<file path="src/tssfc_pkg.sv">
// constants, field layouts and carriers of the two-speed start-up and fail-safe clock block
package tssfc_pkg;

  // register byte offsets
  localparam logic [7:0] TSSFC_CFG_OFS = 8'h00;
  localparam logic [7:0] TSSFC_OSC_CTRL_OFS = 8'h04;
  localparam logic [7:0] TSSFC_CMD_OFS = 8'h08;
  localparam logic [7:0] TSSFC_FLAG2_OFS = 8'h0C;
  localparam logic [7:0] TSSFC_STATUS_OFS = 8'h10;
  localparam logic [7:0] TSSFC_WDT_CTRL_OFS = 8'h14;
  localparam logic [7:0] TSSFC_WDT_COUNT_OFS = 8'h18;

  // field positions
  localparam int TSSFC_CFG_INTERNAL_EXTERNAL_SWITCHOVER_ENABLE_BIT = 0;
  localparam int TSSFC_CFG_FCM_BIT = 1;
  localparam int TSSFC_CFG_MODE_LSB = 2;
  localparam int TSSFC_READY_BIT = 3;
  localparam int TSSFC_CMD_SLEEP_BIT = 0;
  localparam int TSSFC_CMD_WAKE_BIT = 1;
  localparam int TSSFC_CMD_PM_BIT = 2;
  localparam int TSSFC_CMD_WDCLR_BIT = 3;
  localparam int TSSFC_FAIL_FLAG_BIT = 7;
  localparam int TSSFC_WDT_PS_LSB = 1;

  // reset values
  localparam logic [3:0] TSSFC_CFG_RESET = 4'h3;
  localparam logic [1:0] TSSFC_SCS_RESET = 2'h0;
  localparam logic [4:0] TSSFC_WDT_CTRL_RESET = 5'h00;

  // timing counts
  localparam int TSSFC_SAMPLE_DIV = 64;
  localparam int TSSFC_OST_CYCLES = 1024;
  localparam int TSSFC_PLL_CYCLES = 400;
  localparam int TSSFC_WDT_DIV = 128;

  typedef enum logic [1:0] {
    TSSFC_HS = 2'h0,
    TSSFC_CRYSTAL_MULTIPLIED_MODE = 2'h1,
    TSSFC_EC = 2'h2,
    TSSFC_EXTERNAL_CLOCK_MULTIPLIED_MODE = 2'h3
  } tssfc_mode_e;

  typedef enum logic [1:0] {
    TSSFC_SRC_PRI = 2'h0,
    TSSFC_SRC_SEC = 2'h1,
    TSSFC_SRC_INT = 2'h2
  } tssfc_src_e;

  typedef enum logic [1:0] {
    TSSFC_ST_START = 2'b00,
    TSSFC_ST_RUN = 2'b01,
    TSSFC_ST_FAIL = 2'b11,
    TSSFC_ST_SLEEP = 2'b10
  } tssfc_state_e;

  typedef struct packed {
    logic hsel;
    logic [31:0] haddr;
    logic [1:0] htrans;
    logic hwrite;
    logic [2:0] hsize;
    logic [31:0] hwdata;
    logic hready;
  } tssfc_ahb_req_s;

  typedef struct packed {
    logic [31:0] hrdata;
    logic hreadyout;
    logic hresp;
  } tssfc_ahb_rsp_s;

endpackage

</file>
<file path="src/tssfc_top.sv">
// two-speed start-up sequencer, fail-safe clock monitor and watchdog with AHB-Lite registers
`timescale 1ns/10ps
module tssfc_top #(
  parameter int OST_CYCLES = tssfc_pkg::TSSFC_OST_CYCLES,
  parameter int PLL_CYCLES = tssfc_pkg::TSSFC_PLL_CYCLES,
  parameter int WDT_DIV = tssfc_pkg::TSSFC_WDT_DIV
) (
  // clock and reset
  input wire logic clock,
  input wire logic rst_n,
  // register bus
  input tssfc_pkg::tssfc_ahb_req_s ahb_req,
  output tssfc_pkg::tssfc_ahb_rsp_s ahb_rsp,
  // oscillator levels from pins
  input wire logic primary_osc_in,
  input wire logic secondary_osc_in,
  input wire logic internal_rc_in,
  // clock control
  output logic [1:0] sys_clk_sel,
  output logic cpu_run,
  output logic internal_rc_enable,
  output logic failsafe,
  // events
  output logic oscillator_fail_flag,
  output logic wdt_timeout
);
  import tssfc_pkg::*;

  localparam int CW = 16;
  localparam logic [5:0] SAMP_HALF = 6'(TSSFC_SAMPLE_DIV / 2 - 1);
  localparam logic [5:0] SAMP_LAST = 6'(TSSFC_SAMPLE_DIV - 1);

  // pin synchronisers
  logic [2:0] pin_in;
  logic [2:0] stable_reg;
  logic [2:0] rise;
  logic [2:0] fall;
  assign pin_in = {internal_rc_in, secondary_osc_in, primary_osc_in};

  genvar gi;
  generate
    for (gi = 0; gi < 3; gi++) begin : g_sync
      logic [2:0] sh_reg;
      always_ff @(posedge clock or negedge rst_n) begin
        if (!rst_n) begin
          sh_reg <= 3'h0;
          stable_reg[gi] <= 1'b0;
        end else begin
          sh_reg <= {sh_reg[1:0], pin_in[gi]};
          // glitch of one sample is not an edge
          if (sh_reg[1] == sh_reg[2]) begin
            stable_reg[gi] <= sh_reg[2];
          end
        end
      end
      assign rise[gi] = (sh_reg[1] == sh_reg[2]) && sh_reg[2] && !stable_reg[gi];
      assign fall[gi] = (sh_reg[1] == sh_reg[2]) && !sh_reg[2] && stable_reg[gi];
    end
  endgenerate

  // registers
  logic [3:0] cfg_reg;
  logic [1:0] scs_reg;
  logic flag_reg;
  logic [4:0] wdt_ctrl_reg;
  logic [7:0] addr_reg;
  logic wr_reg;
  logic [31:0] rdata_reg;
  tssfc_state_e st_reg;
  tssfc_src_e src_reg;
  logic [CW-1:0] ost_reg;
  logic [CW-1:0] pll_reg;
  logic [5:0] samp_reg;
  logic seen_reg;
  logic [7:0] wdiv_reg;
  logic [15:0] wps_reg;

  logic internal_external_switchover_enable_en;
  logic fcm_en;
  tssfc_mode_e mode;
  logic crystal;
  logic addr_ok;
  logic wr_now;
  logic cmd_sleep;
  logic cmd_wake;
  logic cmd_pm;
  logic cmd_wdclr;
  logic flag_clr;
  logic pri_ready;
  logic monitor_on;
  logic mon_fall;
  logic samp_rise;
  logic samp_fall;
  logic fail_evt;
  logic wdt_en;
  logic wdt_clear;
  tssfc_src_e scs_src;
  tssfc_src_e start_src;

  assign internal_external_switchover_enable_en = cfg_reg[TSSFC_CFG_INTERNAL_EXTERNAL_SWITCHOVER_ENABLE_BIT];
  assign fcm_en = cfg_reg[TSSFC_CFG_FCM_BIT];
  assign mode = tssfc_mode_e'(cfg_reg[TSSFC_CFG_MODE_LSB +: 2]);
  assign crystal = (mode == TSSFC_HS) || (mode == TSSFC_CRYSTAL_MULTIPLIED_MODE);
  assign wdt_en = wdt_ctrl_reg[0];

  // ahb-lite slave, zero wait states
  assign addr_ok = ahb_req.hsel && ahb_req.htrans[1] && ahb_req.hready;
  assign wr_now = wr_reg;

  always_ff @(posedge clock or negedge rst_n) begin
    if (!rst_n) begin
      addr_reg <= 8'h00;
      wr_reg <= 1'b0;
    end else begin
      wr_reg <= addr_ok && ahb_req.hwrite;
      if (addr_ok) begin
        addr_reg <= ahb_req.haddr[7:0];
      end
    end
  end

  assign cmd_sleep = wr_now && addr_reg == TSSFC_CMD_OFS && ahb_req.hwdata[TSSFC_CMD_SLEEP_BIT];
  assign cmd_wake = wr_now && addr_reg == TSSFC_CMD_OFS && ahb_req.hwdata[TSSFC_CMD_WAKE_BIT];
  assign cmd_pm = wr_now && addr_reg == TSSFC_CMD_OFS && ahb_req.hwdata[TSSFC_CMD_PM_BIT];
  assign cmd_wdclr = wr_now && addr_reg == TSSFC_CMD_OFS && ahb_req.hwdata[TSSFC_CMD_WDCLR_BIT];
  assign flag_clr = wr_now && addr_reg == TSSFC_FLAG2_OFS
    && ahb_req.hwdata[TSSFC_FAIL_FLAG_BIT];

  always_ff @(posedge clock or negedge rst_n) begin
    if (!rst_n) begin
      cfg_reg <= TSSFC_CFG_RESET;
      scs_reg <= TSSFC_SCS_RESET;
      wdt_ctrl_reg <= TSSFC_WDT_CTRL_RESET;
    end else if (wr_now) begin
      unique case (addr_reg)
        TSSFC_CFG_OFS: cfg_reg <= ahb_req.hwdata[3:0];
        TSSFC_OSC_CTRL_OFS: scs_reg <= ahb_req.hwdata[1:0];
        TSSFC_WDT_CTRL_OFS: wdt_ctrl_reg <= ahb_req.hwdata[4:0];
        default: ;
      endcase
    end
  end

  // read data is latched in the address phase so it stands through the data phase
  always_ff @(posedge clock or negedge rst_n) begin
    if (!rst_n) begin
      rdata_reg <= 32'h0000_0000;
    end else if (addr_ok && !ahb_req.hwrite) begin
      rdata_reg <= 32'h0000_0000;
      unique case (ahb_req.haddr[7:0])
        TSSFC_CFG_OFS: rdata_reg[3:0] <= cfg_reg;
        TSSFC_OSC_CTRL_OFS: begin
          rdata_reg[1:0] <= scs_reg;
          rdata_reg[TSSFC_READY_BIT] <= (st_reg == TSSFC_ST_RUN) && (src_reg == TSSFC_SRC_PRI);
        end
        TSSFC_FLAG2_OFS: rdata_reg[TSSFC_FAIL_FLAG_BIT] <= flag_reg;
        TSSFC_STATUS_OFS: rdata_reg[5:0] <= {monitor_on, st_reg == TSSFC_ST_FAIL, src_reg, st_reg};
        TSSFC_WDT_CTRL_OFS: rdata_reg[4:0] <= wdt_ctrl_reg;
        TSSFC_WDT_COUNT_OFS: rdata_reg[15:0] <= wps_reg;
        default: ;
      endcase
    end
  end

  assign ahb_rsp.hrdata = rdata_reg;
  assign ahb_rsp.hreadyout = 1'b1;
  assign ahb_rsp.hresp = 1'b0;

  // start-up timers
  assign scs_src = scs_reg[1] ? TSSFC_SRC_INT : tssfc_src_e'(scs_reg);
  // without two-speed the crystal start waits on the primary itself, core held
  assign start_src = (crystal && !internal_external_switchover_enable_en) ? TSSFC_SRC_PRI : TSSFC_SRC_INT;
  assign pri_ready = !crystal || (ost_reg == CW'(OST_CYCLES)
    && (mode != TSSFC_CRYSTAL_MULTIPLIED_MODE || pll_reg == CW'(PLL_CYCLES)));

  always_ff @(posedge clock or negedge rst_n) begin
    if (!rst_n) begin
      ost_reg <= '0;
      pll_reg <= '0;
    end else if (st_reg != TSSFC_ST_START) begin
      ost_reg <= '0;
      pll_reg <= '0;
    end else if (ost_reg != CW'(OST_CYCLES)) begin
      if (fall[0]) begin
        ost_reg <= ost_reg + CW'(1);
      end
    end else if (pll_reg != CW'(PLL_CYCLES)) begin
      pll_reg <= pll_reg + CW'(1);
    end
  end

  // clock source sequencer
  always_ff @(posedge clock or negedge rst_n) begin
    if (!rst_n) begin
      st_reg <= TSSFC_ST_START;
      src_reg <= TSSFC_SRC_INT;
    end else begin
      unique case (st_reg)
        TSSFC_ST_START: begin
          if (cmd_sleep) begin
            st_reg <= TSSFC_ST_SLEEP;
          end else if (cmd_pm && scs_src != TSSFC_SRC_PRI) begin
            st_reg <= TSSFC_ST_RUN;
            src_reg <= scs_src;
          end else if (pri_ready) begin
            st_reg <= TSSFC_ST_RUN;
            src_reg <= TSSFC_SRC_PRI;
          end else begin
            src_reg <= start_src;
          end
        end
        TSSFC_ST_RUN, TSSFC_ST_FAIL: begin
          if (cmd_sleep) begin
            st_reg <= TSSFC_ST_SLEEP;
          end else if (cmd_pm) begin
            src_reg <= scs_src;
            if (scs_src == TSSFC_SRC_PRI && src_reg != TSSFC_SRC_PRI) begin
              st_reg <= TSSFC_ST_START;
            end else begin
              st_reg <= TSSFC_ST_RUN;
            end
          end else if (fail_evt) begin
            st_reg <= TSSFC_ST_FAIL;
            src_reg <= TSSFC_SRC_INT;
          end
        end
        TSSFC_ST_SLEEP: begin
          if (cmd_wake) begin
            st_reg <= TSSFC_ST_START;
            src_reg <= start_src;
          end
        end
      endcase
    end
  end

  assign sys_clk_sel = src_reg;
  assign cpu_run = (st_reg != TSSFC_ST_SLEEP) && !(st_reg == TSSFC_ST_START
    && src_reg == TSSFC_SRC_PRI);
  assign failsafe = (st_reg == TSSFC_ST_FAIL);
  assign internal_rc_enable = fcm_en || wdt_en || src_reg == TSSFC_SRC_INT;

  // sample clock from the internal rc
  always_ff @(posedge clock or negedge rst_n) begin
    if (!rst_n) begin
      samp_reg <= 6'h00;
    end else if (rise[2]) begin
      samp_reg <= samp_reg + 6'h01;
    end
  end
  assign samp_rise = rise[2] && samp_reg == SAMP_HALF;
  assign samp_fall = rise[2] && samp_reg == SAMP_LAST;

  // monitor only while an external source drives the device
  assign monitor_on = fcm_en && st_reg == TSSFC_ST_RUN && src_reg != TSSFC_SRC_INT;
  assign mon_fall = (src_reg == TSSFC_SRC_SEC) ? fall[1] : fall[0];

  always_ff @(posedge clock or negedge rst_n) begin
    if (!rst_n) begin
      seen_reg <= 1'b0;
    end else if (!monitor_on) begin
      seen_reg <= 1'b0;
    end else if (mon_fall) begin
      seen_reg <= 1'b1;
    end else if (samp_rise) begin
      seen_reg <= 1'b0;
    end
  end

  assign fail_evt = monitor_on && samp_fall && seen_reg;

  // set wins over a software clear in the same cycle
  always_ff @(posedge clock or negedge rst_n) begin
    if (!rst_n) begin
      flag_reg <= 1'b0;
    end else if (fail_evt) begin
      flag_reg <= 1'b1;
    end else if (flag_clr) begin
      flag_reg <= 1'b0;
    end
  end
  assign oscillator_fail_flag = flag_reg;

  // watchdog on its own divider of the rc
  assign wdt_clear = fail_evt || cmd_sleep || cmd_wdclr;

  always_ff @(posedge clock or negedge rst_n) begin
    if (!rst_n) begin
      wdiv_reg <= 8'h00;
      wps_reg <= 16'h0000;
      wdt_timeout <= 1'b0;
    end else begin
      wdt_timeout <= 1'b0;
      if (wdt_clear || !wdt_en) begin
        wdiv_reg <= 8'h00;
        wps_reg <= 16'h0000;
      end else if (rise[2]) begin
        if (wdiv_reg == 8'(WDT_DIV - 1)) begin
          wdiv_reg <= 8'h00;
          if (wps_reg == 16'(16'h0001 << wdt_ctrl_reg[TSSFC_WDT_PS_LSB +: 4]) - 16'h0001) begin
            wps_reg <= 16'h0000;
            wdt_timeout <= 1'b1;
          end else begin
            wps_reg <= wps_reg + 16'h0001;
          end
        end else begin
          wdiv_reg <= wdiv_reg + 8'h01;
        end
      end
    end
  end

endmodule

</file>
<file path="config.mk">
export PLATFORM = sky130hd
export DESIGN_NAME = tssfc_top
export DESIGN_NICKNAME = d
export VERILOG_FILES = /design/src/tssfc_pkg.sv /design/src/tssfc_top.sv
export SDC_FILE = /design/constraint.sdc
export NUM_CORES = 1
export LEC_CHECK = 0
export ABC_AREA = 1
export BUFFER_PORTS_ARGS = -buffer_cell sky130_fd_sc_hd__buf_4
export CORE_ASPECT_RATIO = 0.6
export CORE_MARGIN = 2
export CORE_UTILIZATION = 40
export CTS_CLUSTER_DIAMETER = 100
export DETAILED_ROUTE_END_ITERATION = 8
export PLACE_DENSITY_LB_ADDON = 0.12
export SETUP_SLACK_MARGIN = 0.2
export SKIP_CTS_REPAIR_TIMING = 1
export SYNTH_ARGS = -nofsm -noshare
export SYNTH_HDL_FRONTEND = slang
export SYNTH_SLANG_ARGS = --single-unit
</file>
<file path="constraint.sdc">
create_clock -name clock -period 2.19 [get_ports clock]
set_input_delay 0.219 -clock clock [delete_from_list [all_inputs] [get_ports clock]]
set_output_delay 0.219 -clock clock [all_outputs]
set_load 0.05 [all_outputs]
</file>
==> reports/results.txt <==
MaxCap Viol Count: 0
Top Ports: 118
First-pass GRT wire length: 30.6 mm
Startpoint Class: register
Initial antenna violation count: 0
Core region area: 17100 um2
Max stage delay cell, worst path: dfrtp_2
CP required: 2.50 ns
Num CTS Buffers: 17
Drt first-iter violations: 558
FMAX: 445 MHz
Die H: 107 um
Placed Cells: 1237
Htree depth: 4
DRC: 0
Worst path cell trace: inv_8, nand4_1, ha_4, inv_2, nand2_2, nand3_2, nor2_2, nand3_2, nor2_2, nand3_2, nor2_4, nand2_4, nand2_2, nand2_2
Initial Util: 40.9%
DIE WIDTH: 175 um
Final Hold Fails: 0
Vias per Instance: 5.05
Post-synth EDFFs: 0
Max rail drop VDD: 0.487 mV
CP delay by family, top: simple AND/OR/NAND/NOR gates
CP max stage delay: 0.48 ns
Syn Area/Cell: 7.52 um2
Leakage: 4.20 nW
Worst Hold Class: in2reg
Failing checks: negative setup slack
Critical path buffers and inverters: 2
#FFs+latches synth: 117
Clock sink count: 117
Final Power: 6.76 mW
Run status: finished, violations left
Vias in the first global route: 5579
Proportion of layout cells with a drive suffix above 1: 20.9%
Placed cell area: 7890 um2
Area grow syn2layout: 26.9%
RSZ-0062 raised after global routing: yes
Area of the mapped netlist: 7010 um2
Max-slew violations: 0
Final WL: 19.0 mm
Routed Antenna Nets: 0
Clock Skews: 0.00763 ns
Gr usage total: 20.9%
Arrival @ worst endpoint: 2.56 ns
Max clock buf depth: 2
Gp weighted congestion: 0.944
DRT Pass-1 Iters: 5
Synth Instances: 932
Clock slew at reported path FFs: 0.06 ns
Max_slew headroom: 54.9%
Least-Margin Pin Slew: 0.676 ns
CTS tree: built
Die Area: 18600 um2
Register area share after synthesis: 41.8%
Largest net degree at the start of global routing: 47
Hpwl dp: 14.1 mm
Min setup slack post-route: -0.0566 ns
Critical path capture point type: register
Clk Latency, worst-skew pair: 0.42 ns
Critical path fanouts, max: 8
Final worst path period need: 2.25 ns
Finished Layout Cells: 1288
Crit share post-route: 103%
Post-synthesis async set-or-reset flop share: 100%
Wire length per cell: 14.8 um
# diodes: 0
Setup violators final: 16
Crit Path Class: reg2reg
Total gr overflow: 0
IO buf count: 45
Count of different cell masters after synthesis: 54
Fin area: 8900 um2
Routed via count: 6505
PwrDens: 760 nW/um2
Root Buffer: clkbuf_16
Row Count: 37
Fillers: 1682
Net count, final: 1129
Ys flop type: dfrtp_1
Setup tns final: -0.523 ns
Yosys warning total: 0
==> worst paths after layout <==
kind / from / end / slack (ns) / cells after the start
worst max-delay path: wdt_ctrl_reg[4] / wps_reg[3] / -0.06 / 14
worst max register to register: wdt_ctrl_reg[4] / wps_reg[3] / -0.06 / 14
max in group asynchronous: rst_n / sys_clk_sel[1] / 1.22 / 3
worst min-delay path: ahb_req[36] / wr_now / 0.05 / 3
min in group asynchronous: rst_n / pll_reg[11] / 0.27 / 2
worst min register to register: g_sync[1].sh_reg[0] / g_sync[1].sh_reg[1] / 0.35 / 0
==> through the flow <==
step / worst slack, ns / hold WS (ns) / util (%)
floorplan: 0.112 / -0.0766 / -
global placement: -0.0343 / 0.169 / 46.1
detailed placement: -0.0798 / 0.167 / 46.1
CTS: -0.0913 / -0.277 / 49.9
global route: -0.215 / 0.0611 / 52.0
finish: -0.0566 / 0.0476 / 52.0
==> cells in the final DEF (no fill, tap or decap), types with 17 or more instances in the layout <==
master / Yosys / layout
clkbuf_16: 0 / 17
o31ai_1: 23 / 22
nor3_1: 27 / 26
conb_1: 2 / 18
nor2_1: 92 / 82
nand4_1: 26 / 26
xor2_1: 30 / 30
nand3_1: 81 / 72
inv_1: 101 / 97
nand2_1: 236 / 224
dfrtp_1: 114 / 110
o21ai_0: 52 / 45
buf_4: 18 / 102
a21oi_1: 19 / 19
==> cells in the mapped netlist (3+ instances only) <==
| master | instances | area (um2) |
|---|---|---|
| nand3b_1 | 6 | 45.0 |
| nor3_1 | 27 | 135 |
| nand4_1 | 26 | 163 |
| nor2_4 | 3 | 33.8 |
| nand2_1 | 236 | 886 |
| nor2_1 | 92 | 345 |
| nand2_2 | 5 | 31.3 |
| dfrtp_1 | 114 | 2850 |
| buf_4 | 18 | 135 |
| dfstp_2 | 3 | 78.8 |
| nand3_1 | 81 | 405 |
| or2_2 | 3 | 18.8 |
| nor3_2 | 3 | 30.0 |
| o22ai_1 | 6 | 37.5 |
| a21oi_1 | 19 | 95.1 |
| o31ai_1 | 23 | 173 |
| a31oi_1 | 4 | 25.0 |
| buf_2 | 6 | 30.0 |
| clkbuf_1 | 8 | 30.0 |
| o21ai_1 | 3 | 15.0 |
| nor2_2 | 4 | 25.0 |
| xor2_1 | 30 | 263 |
| o21ai_0 | 52 | 260 |
| nor4_1 | 4 | 25.0 |
| inv_2 | 4 | 15.0 |
| inv_1 | 101 | 379 |
| buf_6 | 5 | 56.3 |
| ha_1 | 11 | 138 |
==> power breakdown <==
part	total (mW)	internal, mW	switching [mW]
registers	2.54	2.36	0.175
clock network	3.12	2.08	1.04
logic	1.10	0.377	0.726
==> worst reg2reg max path, cell delays in order (launching register included) <==
cell     delay (ns)
dfrtp_2        0.48
inv_8          0.07
nand4_1        0.13
ha_4           0.30
inv_2          0.03
nand2_2        0.06
nand3_2        0.07
nor2_2         0.13
nand3_2        0.09
nor2_2         0.13
nand3_2        0.10
nor2_4         0.23
nand2_4        0.17
nand2_2        0.10
nand2_2        0.04
==> kinds of logic after synthesis <==
logic type | after synthesis | synth area share, %
AO/OA/AOI/OAI | 120 | 10.2
XOR/XNOR | 31 | 3.87
adder cells (fa/ha/maj) | 11 | 1.96
buffers and inverters | 147 | 9.54
flip-flops | 117 | 41.8
multiplexers | 2 | 0.321
other | 2 | 0.107
AND/OR/NAND/NOR | 502 | 32.2
==> metal layers <==
layer  global-route usage, %  up-vias  part of all wire, %
met5                       0        -                    0
met2                    25.5      205                   36
met3                    4.22       24                  7.5
li1                        -     3259                    -
met4                    5.71        0                  1.3
met1                    35.4     3017                   56
==> layout make-up <==
cell class	instances	area, um2	area share, %
Tap cell	234	293	3.29
Multi-Input combinational cell	686	3690	41.4
Sequential cell	117	2940	33.0
Clock inverter	12	201	2.26
Inverter	107	417	4.68
Clock buffer	20	457	5.13
Timing Repair Buffer	112	908	10.2
Power figures use the tool's default switching activity.
